===== src/hw/sink_b_pkg.sv =====
// constants shared by the second current sink control logic
package sink_b_pkg;

  // clock rate and time conversion
  localparam int unsigned CLK_HZ        = 10_000_000;
  localparam int unsigned CYCLES_PER_US = CLK_HZ / 1_000_000;

  // register indices as printed; the byte address is four times the index
  localparam logic [11:0] DRIVER_INDEX  = 12'h0AE;
  localparam logic [11:0] CONTROL_INDEX = 12'h0AF;
  localparam logic [11:0] STATUS_INDEX  = 12'h0C0;
  localparam logic [11:0] DRIVER_ADDR   = {DRIVER_INDEX[9:0], 2'b00};
  localparam logic [11:0] CONTROL_ADDR  = {CONTROL_INDEX[9:0], 2'b00};
  localparam logic [11:0] STATUS_ADDR   = {STATUS_INDEX[9:0], 2'b00};
  localparam int unsigned ADDR_WIDTH    = 12;

  // flash control register fields
  localparam int unsigned FUNCTION_SELECT_BIT = 15;
  localparam int unsigned TRIGGER_SOURCE_BIT  = 14;
  localparam int unsigned DRIVE_BIT           = 13;
  localparam int unsigned REPEAT_SELECT_BIT   = 12;
  localparam int unsigned FLASH_LENGTH_LSB    = 8;
  localparam int unsigned FALL_RAMP_LSB       = 4;
  localparam int unsigned RISE_RAMP_LSB       = 0;
  localparam logic [15:0] CONTROL_WRITE_MASK  = 16'hF333;
  localparam logic [15:0] CONTROL_RESET       = 16'h0000;

  // driver register fields
  localparam int unsigned MASTER_ENABLE_BIT  = 15;
  localparam int unsigned HIBERNATE_KEEP_BIT = 12;
  localparam int unsigned CURRENT_CODE_LSB   = 0;
  localparam logic [15:0] DRIVER_WRITE_MASK  = 16'h903F;
  localparam logic [15:0] DRIVER_RESET       = 16'h0000;

  // status register fields
  localparam int unsigned STATUS_FLASHING_BIT = 0;
  localparam int unsigned STATUS_SINK_ON_BIT  = 1;
  localparam int unsigned STATUS_LEVEL_LSB    = 8;

  // axi responses
  localparam logic [1:0] RESP_OKAY   = 2'b00;
  localparam logic [1:0] RESP_SLVERR = 2'b10;

  // times in microseconds
  localparam int unsigned REPEAT_US    = 4_000_000;
  localparam int unsigned FLASH_0_US   = 32_000;
  localparam int unsigned FLASH_1_US   = 64_000;
  localparam int unsigned FLASH_2_US   = 96_000;
  localparam int unsigned FLASH_3_US   = 1_024_000;
  localparam int unsigned LED_RAMP_1_US   = 250_000;
  localparam int unsigned LED_RAMP_2_US   = 500_000;
  localparam int unsigned LED_RAMP_3_US   = 1_000_000;
  localparam int unsigned FLASH_RAMP_1_US = 1_950;
  localparam int unsigned FLASH_RAMP_2_US = 3_910;
  localparam int unsigned FLASH_RAMP_3_US = 7_800;

  // cycle counts derived from the times
  localparam int unsigned REPEAT_CYCLES       = REPEAT_US * CYCLES_PER_US;
  localparam int unsigned FLASH_0_CYCLES      = FLASH_0_US * CYCLES_PER_US;
  localparam int unsigned FLASH_1_CYCLES      = FLASH_1_US * CYCLES_PER_US;
  localparam int unsigned FLASH_2_CYCLES      = FLASH_2_US * CYCLES_PER_US;
  localparam int unsigned FLASH_3_CYCLES      = FLASH_3_US * CYCLES_PER_US;
  localparam int unsigned LED_RAMP_1_CYCLES   = LED_RAMP_1_US * CYCLES_PER_US;
  localparam int unsigned LED_RAMP_2_CYCLES   = LED_RAMP_2_US * CYCLES_PER_US;
  localparam int unsigned LED_RAMP_3_CYCLES   = LED_RAMP_3_US * CYCLES_PER_US;
  localparam int unsigned FLASH_RAMP_1_CYCLES = FLASH_RAMP_1_US * CYCLES_PER_US;
  localparam int unsigned FLASH_RAMP_2_CYCLES = FLASH_RAMP_2_US * CYCLES_PER_US;
  localparam int unsigned FLASH_RAMP_3_CYCLES = FLASH_RAMP_3_US * CYCLES_PER_US;

  // ramp level resolution
  localparam int unsigned LEVEL_WIDTH = 8;
  localparam int unsigned LEVEL_SHIFT = 8;

  typedef enum logic [1:0] {
    flash_idle,
    flash_active
  } flash_state_type;

endpackage


===== src/hw/led_flash_sink_control.sv =====
// control of the second current sink: led and flash modes behind an axi4-lite slave
// Operation
// - bit 15 of the flash control register picks steady led (0) or timed flash (1) operation.
// - in flash operation bit 14 picks the drive bit (0) or the flash pin (1) as trigger.
// - in led operation the drive bit (bit 13) turns the sink on when 1 and off when 0.
// - with register triggering a 0-to-1 drive bit starts a flash and hardware clears it at the end.
// - with pin triggering, writes to the drive bit do not affect the sink.
// - bit 12 picks one flash per trigger (0) or a self-triggered flash every 4 seconds (1).
// - bits 9:8 set the flash length to 32, 64, 96 or 1024 ms.
// - in led operation the fall (5:4) and rise (1:0) ramps are instant, 0.25 s, 0.5 s or 1 s.
// - in flash operation the same ramps are instant, 1.95 ms, 3.91 ms or 7.8 ms.
// - the power state machine reset returns every control field to zero.
// - bit 15 of the driver register enables the sink when 1 and disables it when 0.
// - bit 12 of the driver register forces the sink off in hibernate (0) or keeps it (1).
//
// The AXI4-Lite interface to the registers is this design's own decision.
`timescale 1ns/1ps
module led_flash_sink_control #(
  parameter int unsigned REPEAT_CYCLES       = sink_b_pkg::REPEAT_CYCLES,
  parameter int unsigned FLASH_0_CYCLES      = sink_b_pkg::FLASH_0_CYCLES,
  parameter int unsigned FLASH_1_CYCLES      = sink_b_pkg::FLASH_1_CYCLES,
  parameter int unsigned FLASH_2_CYCLES      = sink_b_pkg::FLASH_2_CYCLES,
  parameter int unsigned FLASH_3_CYCLES      = sink_b_pkg::FLASH_3_CYCLES,
  parameter int unsigned LED_RAMP_1_CYCLES   = sink_b_pkg::LED_RAMP_1_CYCLES,
  parameter int unsigned LED_RAMP_2_CYCLES   = sink_b_pkg::LED_RAMP_2_CYCLES,
  parameter int unsigned LED_RAMP_3_CYCLES   = sink_b_pkg::LED_RAMP_3_CYCLES,
  parameter int unsigned FLASH_RAMP_1_CYCLES = sink_b_pkg::FLASH_RAMP_1_CYCLES,
  parameter int unsigned FLASH_RAMP_2_CYCLES = sink_b_pkg::FLASH_RAMP_2_CYCLES,
  parameter int unsigned FLASH_RAMP_3_CYCLES = sink_b_pkg::FLASH_RAMP_3_CYCLES
) (
  input  wire logic        aclk,
  input  wire logic        aresetn,
  input  wire logic        state_machine_reset,
  input  wire logic        hibernate,
  input  wire logic        flash_pin,
  input  wire logic [11:0] s_axi_awaddr,
  input  wire logic [2:0]  s_axi_awprot,
  input  wire logic        s_axi_awvalid,
  output logic             s_axi_awready,
  input  wire logic [31:0] s_axi_wdata,
  input  wire logic [3:0]  s_axi_wstrb,
  input  wire logic        s_axi_wvalid,
  output logic             s_axi_wready,
  output logic [1:0]       s_axi_bresp,
  output logic             s_axi_bvalid,
  input  wire logic        s_axi_bready,
  input  wire logic [11:0] s_axi_araddr,
  input  wire logic [2:0]  s_axi_arprot,
  input  wire logic        s_axi_arvalid,
  output logic             s_axi_arready,
  output logic [31:0]      s_axi_rdata,
  output logic [1:0]       s_axi_rresp,
  output logic             s_axi_rvalid,
  input  wire logic        s_axi_rready,
  output logic             sink_b_output_pin,
  output logic [7:0]       sink_b_level,
  output logic [5:0]       sink_b_current_code
);

  logic [15:0] control;
  logic [15:0] driver;
  logic [11:0] aw_addr;
  logic        aw_held;
  logic [31:0] w_data;
  logic [3:0]  w_strb;
  logic        w_held;
  logic        do_write;
  logic        write_control;
  logic        write_driver;
  logic [15:0] lane_mask;
  logic [15:0] next_control;
  logic [15:0] next_driver;
  logic        pin_rise;
  logic        drive_rise;
  logic        trigger;
  logic        flash_done;
  logic        repeat_fire;
  logic [31:0] flash_count;
  logic [31:0] flash_cycles;
  logic [31:0] repeat_count;
  logic [31:0] rise_cycles;
  logic [31:0] fall_cycles;
  logic        target_on;
  logic        clear_all;
  logic [7:0]  ramp_level;

  sink_b_pkg::flash_state_type flash_state;

  wire logic function_select = control[sink_b_pkg::FUNCTION_SELECT_BIT];
  wire logic trigger_source  = control[sink_b_pkg::TRIGGER_SOURCE_BIT];
  wire logic drive_bit       = control[sink_b_pkg::DRIVE_BIT];
  wire logic repeat_select   = control[sink_b_pkg::REPEAT_SELECT_BIT];
  wire logic [1:0] flash_length = control[sink_b_pkg::FLASH_LENGTH_LSB +: 2];
  wire logic [1:0] fall_ramp    = control[sink_b_pkg::FALL_RAMP_LSB +: 2];
  wire logic [1:0] rise_ramp    = control[sink_b_pkg::RISE_RAMP_LSB +: 2];
  wire logic master_enable  = driver[sink_b_pkg::MASTER_ENABLE_BIT];
  wire logic hibernate_keep = driver[sink_b_pkg::HIBERNATE_KEEP_BIT];

  assign clear_all = !aresetn || state_machine_reset;

  // axi4-lite write path
  always_ff @(posedge aclk) begin
    if (!aresetn) begin
      aw_held <= 1'b0;
      aw_addr <= 12'h000;
    end else if (s_axi_awvalid && s_axi_awready) begin
      aw_held <= 1'b1;
      aw_addr <= s_axi_awaddr;
    end else if (do_write) begin
      aw_held <= 1'b0;
    end
  end

  always_ff @(posedge aclk) begin
    if (!aresetn) begin
      w_held <= 1'b0;
      w_data <= 32'h00000000;
      w_strb <= 4'h0;
    end else if (s_axi_wvalid && s_axi_wready) begin
      w_held <= 1'b1;
      w_data <= s_axi_wdata;
      w_strb <= s_axi_wstrb;
    end else if (do_write) begin
      w_held <= 1'b0;
    end
  end

  assign do_write      = aw_held && w_held && !s_axi_bvalid;
  assign write_control = do_write && aw_addr[11:2] == sink_b_pkg::CONTROL_ADDR[11:2];
  assign write_driver  = do_write && aw_addr[11:2] == sink_b_pkg::DRIVER_ADDR[11:2];
  assign lane_mask     = {{8{w_strb[1]}}, {8{w_strb[0]}}};

  always_ff @(posedge aclk) begin
    if (!aresetn) begin
      s_axi_awready <= 1'b0;
      s_axi_wready  <= 1'b0;
    end else begin
      s_axi_awready <= !aw_held && !(s_axi_awvalid && s_axi_awready);
      s_axi_wready  <= !w_held && !(s_axi_wvalid && s_axi_wready);
    end
  end

  always_ff @(posedge aclk) begin
    if (!aresetn) begin
      s_axi_bvalid <= 1'b0;
      s_axi_bresp  <= sink_b_pkg::RESP_OKAY;
    end else if (do_write) begin
      s_axi_bvalid <= 1'b1;
      s_axi_bresp  <= (write_control || write_driver) ? sink_b_pkg::RESP_OKAY
                                                      : sink_b_pkg::RESP_SLVERR;
    end else if (s_axi_bready) begin
      s_axi_bvalid <= 1'b0;
    end
  end

  // axi4-lite read path
  always_ff @(posedge aclk) begin
    if (!aresetn) begin
      s_axi_arready <= 1'b0;
    end else begin
      s_axi_arready <= !s_axi_rvalid && !(s_axi_arvalid && s_axi_arready);
    end
  end

  always_ff @(posedge aclk) begin
    if (!aresetn) begin
      s_axi_rvalid <= 1'b0;
      s_axi_rdata  <= 32'h00000000;
      s_axi_rresp  <= sink_b_pkg::RESP_OKAY;
    end else if (s_axi_arvalid && s_axi_arready) begin
      s_axi_rvalid <= 1'b1;
      s_axi_rresp  <= sink_b_pkg::RESP_OKAY;
      case (s_axi_araddr[11:2])
        sink_b_pkg::CONTROL_ADDR[11:2]: begin
          s_axi_rdata <= {16'h0000, control};
        end
        sink_b_pkg::DRIVER_ADDR[11:2]: begin
          s_axi_rdata <= {16'h0000, driver};
        end
        sink_b_pkg::STATUS_ADDR[11:2]: begin
          s_axi_rdata <= {16'h0000, ramp_level, 6'h00, sink_b_output_pin,
                          flash_state == sink_b_pkg::flash_active};
        end
        default: begin
          s_axi_rdata <= 32'h00000000;
          s_axi_rresp <= sink_b_pkg::RESP_SLVERR;
        end
      endcase
    end else if (s_axi_rready) begin
      s_axi_rvalid <= 1'b0;
    end
  end

  // registers
  always_comb begin
    next_control = control;
    if (write_control) begin
      next_control = (control & ~(lane_mask & sink_b_pkg::CONTROL_WRITE_MASK))
                   | (w_data[15:0] & lane_mask & sink_b_pkg::CONTROL_WRITE_MASK);
    end
  end

  // a software write of the drive bit wins over the hardware clear
  always_ff @(posedge aclk) begin
    if (clear_all) begin
      control <= sink_b_pkg::CONTROL_RESET;
    end else if (flash_done && !trigger_source && !write_control) begin
      control <= control & ~(16'h0001 << sink_b_pkg::DRIVE_BIT);
    end else begin
      control <= next_control;
    end
  end

  always_comb begin
    next_driver = driver;
    if (write_driver) begin
      next_driver = (driver & ~(lane_mask & sink_b_pkg::DRIVER_WRITE_MASK))
                  | (w_data[15:0] & lane_mask & sink_b_pkg::DRIVER_WRITE_MASK);
    end
  end

  always_ff @(posedge aclk) begin
    if (clear_all) begin
      driver <= sink_b_pkg::DRIVER_RESET;
    end else begin
      driver <= next_driver;
    end
  end

  // triggers
  pin_edge_sync u_pin_sync (
    .aclk     (aclk),
    .aresetn  (aresetn),
    .pin_in   (flash_pin),
    .pin_rise (pin_rise)
  );

  // registered so that mode bits written together with the drive bit apply to it
  always_ff @(posedge aclk) begin
    if (clear_all) begin
      drive_rise <= 1'b0;
    end else begin
      drive_rise <= write_control && !drive_bit && next_control[sink_b_pkg::DRIVE_BIT]
                 && !next_control[sink_b_pkg::TRIGGER_SOURCE_BIT];
    end
  end

  always_ff @(posedge aclk) begin
    if (clear_all || !function_select || !repeat_select) begin
      repeat_count <= 32'h0;
    end else if (repeat_count + 32'h1 >= REPEAT_CYCLES) begin
      repeat_count <= 32'h0;
    end else begin
      repeat_count <= repeat_count + 32'h1;
    end
  end

  assign repeat_fire = function_select && repeat_select
                    && repeat_count + 32'h1 >= REPEAT_CYCLES;

  assign trigger = function_select
                && ((trigger_source ? pin_rise : drive_rise) || repeat_fire);

  always_comb begin
    case (flash_length)
      2'b00:   flash_cycles = FLASH_0_CYCLES;
      2'b01:   flash_cycles = FLASH_1_CYCLES;
      2'b10:   flash_cycles = FLASH_2_CYCLES;
      default: flash_cycles = FLASH_3_CYCLES;
    endcase
  end

  // flash sequencer
  assign flash_done = flash_state == sink_b_pkg::flash_active
                   && flash_count + 32'h1 >= flash_cycles;

  always_ff @(posedge aclk) begin
    if (clear_all || !function_select) begin
      flash_state <= sink_b_pkg::flash_idle;
      flash_count <= 32'h0;
    end else begin
      case (flash_state)
        sink_b_pkg::flash_idle: begin
          flash_count <= 32'h0;
          if (trigger) begin
            flash_state <= sink_b_pkg::flash_active;
          end
        end
        sink_b_pkg::flash_active: begin
          // new triggers are ignored until the flash ends
          if (flash_done) begin
            flash_state <= sink_b_pkg::flash_idle;
            flash_count <= 32'h0;
          end else begin
            flash_count <= flash_count + 32'h1;
          end
        end
        default: begin
          flash_state <= sink_b_pkg::flash_idle;
          flash_count <= 32'h0;
        end
      endcase
    end
  end

  // ramp timing
  function automatic logic [31:0] ramp_time(input logic [1:0] sel, input logic flash);
    logic [31:0] cycles;
    cycles = 32'h0;
    case (sel)
      2'b01:   cycles = flash ? FLASH_RAMP_1_CYCLES : LED_RAMP_1_CYCLES;
      2'b10:   cycles = flash ? FLASH_RAMP_2_CYCLES : LED_RAMP_2_CYCLES;
      2'b11:   cycles = flash ? FLASH_RAMP_3_CYCLES : LED_RAMP_3_CYCLES;
      default: cycles = 32'h0;
    endcase
    return cycles;
  endfunction

  assign rise_cycles = ramp_time(rise_ramp, function_select);
  assign fall_cycles = ramp_time(fall_ramp, function_select);

  // sink drive
  always_comb begin
    target_on = 1'b0;
    if (master_enable && (hibernate_keep || !hibernate)) begin
      if (function_select) begin
        target_on = flash_state == sink_b_pkg::flash_active;
      end else begin
        target_on = drive_bit;
      end
    end
  end

  sink_ramp u_ramp (
    .aclk        (aclk),
    .aresetn     (aresetn),
    .clear       (state_machine_reset),
    .target_on   (target_on),
    .rise_cycles (rise_cycles),
    .fall_cycles (fall_cycles),
    .level       (ramp_level)
  );

  always_ff @(posedge aclk) begin
    if (clear_all) begin
      sink_b_output_pin   <= 1'b0;
      sink_b_level        <= 8'h00;
      sink_b_current_code <= 6'h00;
    end else begin
      sink_b_output_pin   <= ramp_level != 8'h00;
      sink_b_level        <= ramp_level;
      sink_b_current_code <= driver[sink_b_pkg::CURRENT_CODE_LSB +: 6];
    end
  end

endmodule


===== src/hw/pin_edge_sync.sv =====
// two-stage synchroniser with rising edge detector for the flash pin
`timescale 1ns/1ps
module pin_edge_sync (
  input  wire logic aclk,
  input  wire logic aresetn,
  input  wire logic pin_in,
  output logic      pin_rise
);

  logic stage_a;
  logic stage_b;
  logic stage_b_old;

  always_ff @(posedge aclk) begin
    if (!aresetn) begin
      stage_a     <= 1'b0;
      stage_b     <= 1'b0;
      stage_b_old <= 1'b0;
      pin_rise    <= 1'b0;
    end else begin
      stage_a     <= pin_in;
      stage_b     <= stage_a;
      stage_b_old <= stage_b;
      pin_rise    <= stage_b & ~stage_b_old;
    end
  end

endmodule


===== src/hw/sink_ramp.sv =====
// brightness ramp generator: steps a level toward full or zero
`timescale 1ns/1ps
module sink_ramp (
  input  wire logic        aclk,
  input  wire logic        aresetn,
  input  wire logic        clear,
  input  wire logic        target_on,
  input  wire logic [31:0] rise_cycles,
  input  wire logic [31:0] fall_cycles,
  output logic [7:0]       level
);

  logic [31:0] interval;
  logic [31:0] tick_count;
  logic [7:0]  goal;

  // whole ramp spans 256 steps; zero interval means an instant change
  always_comb begin
    interval = target_on ? (rise_cycles >> sink_b_pkg::LEVEL_SHIFT)
                         : (fall_cycles >> sink_b_pkg::LEVEL_SHIFT);
    goal     = target_on ? 8'hFF : 8'h00;
  end

  always_ff @(posedge aclk) begin
    if (!aresetn || clear) begin
      level      <= 8'h00;
      tick_count <= 32'h0;
    end else if (level == goal || interval == 32'h0) begin
      level      <= goal;
      tick_count <= 32'h0;
    end else if (tick_count + 32'h1 >= interval) begin
      level      <= target_on ? level + 8'h01 : level - 8'h01;
      tick_count <= 32'h0;
    end else begin
      tick_count <= tick_count + 32'h1;
    end
  end

endmodule


===== config.mk =====
export PLATFORM = sky130hd
export DESIGN_NAME = led_flash_sink_control
export DESIGN_NICKNAME = d
export VERILOG_FILES = /design/src/hw/sink_b_pkg.sv /design/src/hw/led_flash_sink_control.sv /design/src/hw/pin_edge_sync.sv /design/src/hw/sink_ramp.sv
export SDC_FILE = /design/constraint.sdc
export NUM_CORES = 1
export LEC_CHECK = 0
export ABC_AREA = 1
export BUFFER_PORTS_ARGS = -buffer_cell sky130_fd_sc_hd__buf_2
export CAP_MARGIN = 10
export CORE_MARGIN = 2
export CORE_UTILIZATION = 60
export CTS_CLUSTER_SIZE = 25
export DETAILED_ROUTE_END_ITERATION = 7
export PLACE_DENSITY = 0.83
export RECOVER_POWER = 25
export SLEW_MARGIN = 20
export SYNTH_ARGS = -nofsm -noshare
export SYNTH_HDL_FRONTEND = slang
export SYNTH_SLANG_ARGS = --single-unit

===== constraint.sdc =====
create_clock -name aclk -period 8.5 [get_ports aclk]
set_input_delay 0.425 -clock aclk [delete_from_list [all_inputs] [get_ports aclk]]
set_output_delay 0.425 -clock aclk [all_outputs]
set_load 0.02 [all_outputs]

### Yosys cells after proc, flatten, opt, wreduce, memory -nomap -nowiden

Index checks and enable logic that the tools add are counted.
W data, S select, Z words.

| storage, ports and cells | value |
|---|---|
| bits in registers | 231 |
| logic and storage cells | 152 |

| cells by class | value |
|---|---|
| equality and inequality tests | 17 |
| reductions and logical operators | 58 |
| add/subtract/negate cells | 5 |
| muxes and demuxes | 28 |
| magnitude comparators | 3 |
| bitwise gates (word level) | 11 |

Operator list:

| kind | number |
|---|---|
| $pmux W24 S3 | 3 |
| $add A32 B1 Y32 const B | 3 |
| $ge A32 B32 Y1 | 2 |
| $eq A10 B8 Y1 const B | 5 |
| $and A16 B16 Y16 | 3 |
| $pmux W16 S3 | 1 |
| $ge A32 B26 Y1 const B | 1 |
| $logic_not A32 Y1 | 1 |
| $mux W8 | 4 |
| $not A16 Y16 | 2 |
| $or A16 B16 Y16 | 2 |
| $mux W24 | 1 |
| $mux W23 | 1 |
| $mux W22 | 1 |
| $logic_and A1 B1 Y1 | 20 |
| $mux W16 | 1 |
| $logic_not A1 Y1 | 15 |
| $mux W15 | 1 |
| $eq A2 B2 Y1 const B | 5 |
| $mux W1 | 10 |
| $reduce_bool A2 Y1 | 5 |
| $reduce_or A3 Y1 | 3 |
| $add A8 B1 Y8 const B | 1 |
| $eq A2 B1 Y1 const B | 4 |
| 12 further kinds | 27 |

### Depth between registers and ports, before layout

Gate-level depths: netlist of run 1.

| logic depth | value |
|---|---|
| word-level depth | 8 |
| depth in mapped cells | 28 |

### By module

From an unflattened synthesis of run 1, not the netlist that was laid out.

| unflattened totals | value |
|---|---|
| cells, all modules | 1656 |
| area, all modules | 11232.0 sq um |

By module, submodules not included:

| module | area each (sq um) | instances | cells an instance |
|---|---|---|---|
| led_flash_sink_control | 7614.8 | 1 | 1096 |
| sink_ramp | 3508.4 | 1 | 549 |
| pin_edge_sync | 108.9 | 1 | 11 |

### Worst setup path after synthesis of run 1

No wires, ideal clock.

| path | value |
|---|---|
| path type | reg-to-reg |
| from | register u_ramp.tick_count[0] |
| to | register u_ramp.tick_count[12] |
| setup slack | 5.739 ns |
| required time | 8.436 ns |
| buffers on the path | 1 |
| stages on the path, launching flop included | 21 |
| data arrival time | 2.697 ns |
| period minus slack after synthesis | 2.761 ns |
| cells stage by stage | dfxtp_1 > ha_1 > inv_1 > nor2_4 > inv_1 > nor2_1 > xor2_1 > inv_1 > ha_1 > nand2_1 > a21oi_1 > a211oi_1 > inv_1 > nor3_1 > nand2_1 > nor2_1 > nand3_1 > nor2_1 > nand3_2 > buf_6 > nor2_1 |

| between the ends | value |
|---|---|
| word-level cells in the longest chain between the ends | 3 |

RTL lines:

| item | RTL line | text |
|---|---|---|
| start, declared | sink_ramp.sv:14 | `logic [31:0] tick_count;` |
| start signal, assigned | sink_ramp.sv:35 | `tick_count <= tick_count + 32'h1;` |
| $add A32 B1 Y32 * | sink_ramp.sv:31, sink_ramp.sv:35 |  |
| $ge A32 B32 Y1 | sink_ramp.sv:31 | `end else if (tick_count + 32'h1 >= interval) begin` |
| $reduce_or A3 Y1 (no line) | - |  |

Every way passes the cells marked *; elsewhere a longest branch is shown, timed or not.
A chain may end at the register's enable or synchronous reset.

==> impl_metrics.env, run 1 <==
export IMPL_cts_clk_slew_worst_paths_ps=80
export IMPL_clockBufferDepth=2
export IMPL_post_route_min_period_ps=3743
export IMPL_synth_edf_count=0
export IMPL_num_rows=48
export IMPL_diodes=0
export IMPL_cp_arrival_ps=4110
export IMPL_start_util_pct=61.72
export IMPL_vias_per_cell=5.302
export IMPL_synthCells=1607
export IMPL_vdd_ir_drop_worst_mv=0.1416
export IMPL_finalHoldViolations=0
export IMPL_cts_root_buf="clkbuf_16"
export IMPL_dieArea_um2=19000
export IMPL_max_freq_mhz=267.2
export IMPL_drtPass1Iterations=5
export IMPL_ys_seq_area_share_pct=35.39
export IMPL_synthFlopType="dfxtp_1"
export IMPL_cts_buffers=17
export IMPL_antenna_found_initial=0
export IMPL_cts_resized=0
export IMPL_p_leak_nw=4.963
export IMPL_synth_cell_types=52
export IMPL_grt_max_degree=32
export IMPL_via_count=10340
export IMPL_critPathCaptureType="register"
export IMPL_criticalPathCategory="reg -> reg"
export IMPL_hpwlAfterDp_mm=19.16
export IMPL_outcome="completed"
export IMPL_io_pins=132
export IMPL_synth_cell_area_um2=10750
export IMPL_drt_antenna_violating_nets=0
export IMPL_dpl_worst_slack_ps=4821
export IMPL_area_delta_synth_final_pct=11.26
export IMPL_tightest_slew_ps=1039
export IMPL_crit_slowest_cell="dfxtp_1"
export IMPL_avgRoutedWirePerCell_um=13.18
export IMPL_cp_common_cell="nor2_1"
export IMPL_powerDensity_nw_per_um2=155.9
export IMPL_async_reset_ff_share_pct=0
export IMPL_rsz0062_at_grt="no"
export IMPL_avgSynthCellArea_um2=6.689
export IMPL_setup_ws_ps=4757
export IMPL_tritoncts="yes"
export IMPL_timing_setup_tns_ps=0
export IMPL_yosys_warnings=0
export IMPL_min_period_over_period_pct=44.04
export IMPL_postCtsSetupRepairBufs=0
export IMPL_r2r_cells=16
export IMPL_dieWidth_um=137.8
export IMPL_die_h_um=137.8
export IMPL_htree_levels=4
export IMPL_clock_sinks=190
export IMPL_slew_limit_headroom_pct=30.72
export IMPL_final_cell_count_no_fill=1951
export IMPL_slew_viol_final=0
export IMPL_track_usage_pct=28.07
export IMPL_place_inst=1919
export IMPL_final_nets=1832
export IMPL_hold_path_startpoint="flash_pin"
export IMPL_path_max_fanout=18
export IMPL_gp_congestion=0.9359
export IMPL_grt_pass1_wl_mm=42.63
export IMPL_portBuffers=79
export IMPL_coreArea_um2=17420
export IMPL_max_stage_delay_ps=580
export IMPL_skew_ps=14.68
export IMPL_r2r_end="u_ramp.tick_count[6]$_SDFF_PP0_"
export IMPL_worst_hold_path_endpoint="u_pin_sync.stage_a$_SDFF_PN0_"
export IMPL_hold_buffers=0
export IMPL_gr_total_overflow=0
export IMPL_drive_gt1_share_pct=8.806
export IMPL_holdCritPathClass="in -> reg"
export IMPL_setup_violations=0
export IMPL_worstSetupStartpointType="register"
export IMPL_maxCapViolations=0
export IMPL_drc=0
export IMPL_whs_path_depth=3
export IMPL_crit_chain="nor2_2 > nor2_1 > nand3_2 > a31oi_1 > ha_1 > nand2_1 > a21oi_1 > a211oi_1 > inv_1 > nor3_1 > nand2_1 > nor2_1 > nand3_1 > nor2_1 > nand3_2 > nor2_1"
export IMPL_insertion_delay_ps=440
export IMPL_drt_initial_drc_count=735
export IMPL_ys_ff_latch=190
export IMPL_reg2reg_slack_ps=4760
export IMPL_cp_required_ps=8860
export IMPL_finalWirelength_mm=25.72
export IMPL_grt_pass1_vias=9559
[logic make-up after synthesis]
group / share of synthesized area (%)
and+or+nand+nor: 37.29
buffers and inverters: 9.999
DFF: 35.39
AOI/OAI and AO/OA: 8.125
xor gates and xnor gates: 3.993
adders and majority gates: 5.075
other: 0.03489
muxes: 0.09312
[power breakdown]
part / internal [mW] / switching [mW]
Clock: 0.437 / 0.422
Sequential: 0.910 / 0.0143
Combinational: 0.0268 / 0.0547
Total: 1.37 / 0.491
[routing by layer]
| metal | global-route usage (%) | wire (um) |
|---|---|---|
| met1 | 34.36 | 11140 |
| met2 | 47.55 | 12120 |
| met3 | 6.806 | 1646 |
| met4 | 10.83 | 807 |
| met5 | 0 | 0 |
[layout make-up]
class	instances	area [um2]
clock buffer	17	425.4
clock inverter	15	231.5
fill	1508	5458
inverter	207	782.0
multi-input combinational	1216	6055
sequential	190	3804
tap	225	281.5
timing repair buffer	81	380.4
[Yosys cell counts (2+ instances only)]
master,number,area [um2]
ha_1,42,525.5
nor2_4,9,101.4
and2_1,2,12.51
buf_4,21,157.7
xnor2_1,18,157.7
nor2_1,279,1047
nor4_1,5,31.28
o22ai_1,7,43.79
nand4_1,30,187.7
nor3_1,29,145.1
inv_1,203,762.0
nand2_1,421,1580
xor2_1,31,271.5
nand2_2,9,56.30
o21a_1,2,15.01
nand3_1,57,285.3
a21oi_1,69,345.3
clkbuf_1,14,52.55
buf_6,7,78.83
a31oi_1,4,25.02
nor2_2,30,187.7
nand3b_1,24,180.2
nand3_2,4,40.04
o21ai_0,65,325.3
nand3_4,2,35.03
a211oi_1,5,37.54
dfxtp_1,190,3804
clkinv_1,2,7.510
o221ai_1,3,26.28
[worst max path at each step]
| stage | start | endpoint | slack [ps] | depth (start not counted) |
|---|---|---|---|---|
| 2_1_floorplan | u_ramp.tick_count[0]$_SDFF_PP0_ | u_ramp.tick_count[12]$_SDFF_PP0_ | 5740 | 20 |
| 3_3_place_gp | register | u_ramp.tick_count[14]$_SDFF_PP0_ | 4920 | 16 |
| 3_5_place_dp | register | u_ramp.tick_count[6]$_SDFF_PP0_ | 4820 | 16 |
| 4_1_cts | register | u_ramp.tick_count[6]$_SDFF_PP0_ | 4750 | 16 |
| 5_1_grt | register | u_ramp.tick_count[9]$_SDFF_PP0_ | 4330 | 16 |
| 6_report | register | u_ramp.tick_count[6]$_SDFF_PP0_ | 4760 | 16 |
[flip-flops by register name (all words and copies together), names as in the netlist, 2 cells and up, named ones only]
| signal | cells |
|---|---|
| w_data | 12 |
| sink_b_level | 8 |
| u_ramp.tick_count | 32 |
| repeat_count | 32 |
| control | 2 |
| sink_b_current_code | 6 |
| flash_count | 32 |
| aw_addr | 10 |
| w_strb | 2 |
| u_ramp.level | 8 |
| s_axi_rdata | 14 |
[critical path, delay by kind of cell (launching register included)]
| kind | cells | cell delay, ps |
|---|---|---|
| AO/OA/AOI/OAI | 3 | 680 |
| adder cells (fa/ha/maj) | 1 | 310 |
| buffers and inverters | 1 | 130 |
| flip-flops | 1 | 580 |
| AND/OR/NAND/NOR | 11 | 1960 |
[metrics by stage]
stage	instance area, um2	total power [mW]	utilization, %	hold WS, ps
after global placement	11330	1.022	65.06	374.6
after detailed placement	11330	1.025	65.06	379.1
final	11960	1.865	68.66	162.4
after floorplan	10930	1.005	-	368.2
after global routing	11960	1.925	68.66	203.7
after CTS	11990	1.876	68.84	152.7
[placed cells by master (no fill, tap or decap), types with 3 or more instances in the layout]
cell       synthesis  routed
o21ai_0           65      65
inv_12             0       3
xor2_1            31      31
dfxtp_1          190     190
inv_1            203     203
nand3_1           57      57
nor3_1            29      29
ha_1              42      42
buf_2              0      55
clkinv_8           0       7
nand2_1          421     421
a31oi_1            4       4
nand2_2            9       9
a211oi_1           5       5
clkbuf_1          14      24
nand3b_1          24      24
nand3_2            4       4
a21oi_1           69      69
nand4_1           30      30
nor2_1           279     279
conb_1             1      50
nor2_2            30      30
clkbuf_16          0      17
nor4_1             5       5
nor2_4             9       9
xnor2_1           18      18
o221ai_1           3       3
o22ai_1            7       7
No activity file was read; power rests on OpenSTA's default activity.
==> run 2: changes to the inputs <==
Settings changed: CORE_UTILIZATION 60 to 59, PLACE_DENSITY 0.83 to 0.82.
Clock period 8.5 ns to 3.75 ns, I/O delays scaled along.
==> run 2 against run 1 <==
Effect of this change:
- wire length fell by 0.46%
- fmax rose by 12%
- critical path type unchanged
- final area rose by 0.88%
- flip-flop and latch count did not move
- count of clock-buffer cells in the layout did not move
- die area rose by 1.6%
- combinational power rose by 140%
- via count fell by 0.90%
- clock power rose by 120%
- highest routed layer unchanged
==> impl_metrics.env, run 2 (synthesized netlist as in run 1, its figures left out) <==
export IMPL_skew_ps=16.92
export IMPL_finalHoldViolations=0
export IMPL_setup_violations=0
export IMPL_cp_common_cell="nor2_1"
export IMPL_dieArea_um2=19310
export IMPL_timing_setup_tns_ps=0
export IMPL_switching_share_pct=27.04
export IMPL_total_power_mw=4.205
export IMPL_gr_total_overflow=0
export IMPL_area_delta_synth_final_pct=12.23
export IMPL_holdCritPathClass="in -> reg"
export IMPL_portBuffers=79
export IMPL_p_comb_share_pct=4.6
export IMPL_min_period_over_period_pct=89.18
export IMPL_io_pins=132
export IMPL_drt_antenna_violating_nets=0
export IMPL_grt_max_degree=32
export IMPL_drtPass1Iterations=5
export IMPL_cts_root_buf="clkbuf_16"
export IMPL_drive_gt1_share_pct=8.228
export IMPL_htree_levels=4
export IMPL_place_inst=1925
export IMPL_reg2reg_slack_ps=410
export IMPL_outcome="completed"
export IMPL_tightest_slew_ps=664.8
export IMPL_powerDensity_nw_per_um2=348.5
export IMPL_vdd_ir_drop_worst_mv=0.3083
export IMPL_fillCellCount=1599
export IMPL_via_count=10250
export IMPL_p_int_mw=3.068
export IMPL_mostFrequentLayoutCells="nand2_1 (421), nor2_1 (279), inv_1 (203)"
export IMPL_slew_viol_final=0
export IMPL_path_max_fanout=16
export IMPL_dpl_cell_area_um2=11350
export IMPL_criticalPathCategory="reg -> reg"
export IMPL_dpl_worst_slack_ps=363.2
export IMPL_pwr_share_clk_pct=45.6
export IMPL_cts_clk_slew_worst_paths_ps=80
export IMPL_max_stage_delay_ps=560
export IMPL_slew_limit_headroom_pct=55.57
export IMPL_worstSetupStartpointType="register"
export IMPL_num_rows=49
export IMPL_antenna_found_initial=1
export IMPL_max_freq_mhz=299.0
export IMPL_finalWirelength_mm=25.60
export IMPL_critPathCaptureType="register"
export IMPL_final_common_cell="nand2_1"
export IMPL_insertion_delay_ps=450
export IMPL_cp_required_ps=4120
export IMPL_cts_buffers=17
export IMPL_tritoncts="yes"
export IMPL_maxCapViolations=0
export IMPL_drc=0
export IMPL_crit_slowest_cell="dfxtp_1"
export IMPL_p_leak_nw=4.966
export IMPL_postLayoutCoreUtil_pct=67.39
export IMPL_grt_pass1_vias=9586
export IMPL_gp_congestion=0.9572
export IMPL_cp_arrival_ps=3710
export IMPL_final_area_um2=12060
export IMPL_track_usage_pct=26.91
export IMPL_r2r_cells=16
export IMPL_avgRoutedWirePerCell_um=13.01
export IMPL_holdWs_ps=5.079
export IMPL_hpwlAfterDp_mm=19.36
export IMPL_power_switching_mw=1.137
export IMPL_vias_per_cell=5.209
export IMPL_final_cell_count_no_fill=1968
export IMPL_clock_sinks=190
export IMPL_die_h_um=139.0
export IMPL_rsz0062_at_grt="no"
export IMPL_clockBufferDepth=2
export IMPL_setup_ws_ps=405.9
export IMPL_crit_chain="nor2_2 > nor3_4 > o21ai_0 > o21ai_0 > ha_1 > nand2_1 > a21oi_1 > a211oi_1 > inv_1 > nor3_1 > nand2_1 > nor2_1 > nand3_1 > nor2_1 > nand3_2 > nor2_1"
export IMPL_drt_initial_drc_count=645
export IMPL_coreArea_um2=17900
export IMPL_dieWidth_um=139.0
export IMPL_post_route_min_period_ps=3344
export IMPL_final_nets=1844
export IMPL_reg_top3="flash_count (32), repeat_count (32), u_ramp.tick_count (32)"
export IMPL_r2r_end="u_ramp.tick_count[10]$_SDFF_PP0_"
export IMPL_critPathCapture="u_ramp.tick_count[10]$_SDFF_PP0_"
export IMPL_start_util_pct=60.04
export IMPL_grt_pass1_wl_mm=43.47
export IMPL_seqPwrFrac_pct=49.8
run 2: power groups by stage:
stage	clock [mW]	sequential, mW	combinational (mW)
5_1_grt	2.03	2.10	0.217
6_report	1.92	2.09	0.194
2_1_floorplan	0	2.14	0.139
3_5_place_dp	0	2.14	0.184
3_3_place_gp	0	2.14	0.180
4_1_cts	1.95	2.09	0.193
run 2: final cells by class:
type                            count  area, um2  area share (%)
Timing Repair Buffer               93      480.5           3.983
Clock buffer                       17      425.4           3.526
Clock inverter                     15      222.7           1.846
Tap cell                          229      286.5           2.375
Antenna cell                        1      2.502         0.02074
Inverter                          207      782.0           6.482
Multi-Input combinational cell   1216       6061           50.24
Sequential cell                   190       3804           31.53
run 2: worst max-delay path: cells and delay by family (launching register included):
family | cells | cell delay [ps]
buffers and inverters | 1 | 100
adder cells (fa/ha/maj) | 1 | 310
AO/OA/AOI/OAI | 4 | 610
flip-flops | 1 | 560
AND/OR/NAND/NOR | 10 | 1700
run 2: how the worst min path moves through the flow:
stage               cells past startpoint       startpoint  slack, ps                            end
floorplan                               2        flash_pin        290  u_pin_sync.stage_a$_SDFF_PN0_
global placement                        3        flash_pin        370  u_pin_sync.stage_a$_SDFF_PN0_
detailed placement                      3        flash_pin        370  u_pin_sync.stage_a$_SDFF_PN0_
CTS                                     3  s_axi_wdata[13]          2        w_data[13]$_SDFFE_PN0P_
global route                            3  s_axi_awaddr[7]          4        aw_addr[7]$_SDFFE_PN0P_
finish                                  3  s_axi_wdata[13]          5        w_data[13]$_SDFFE_PN0P_
run 2: timing repair:
item | CTS | global route
resized for setup | 0 | 1
hold buffers | 10 | 0
buffers inserted | 0 | 0
hold endpoints to repair | 10 | 0
setup endpoints to repair | 0 | 1
run 2: metal layers:
| layer | global-route usage [%] | part of all wire [%] |
|---|---|---|
| met1 | 35.68 | 46 |
| met2 | 44.10 | 46 |
| met3 | 5.836 | 6.6 |
| met4 | 8.347 | 2.0 |
| met5 | 0 | 0 |
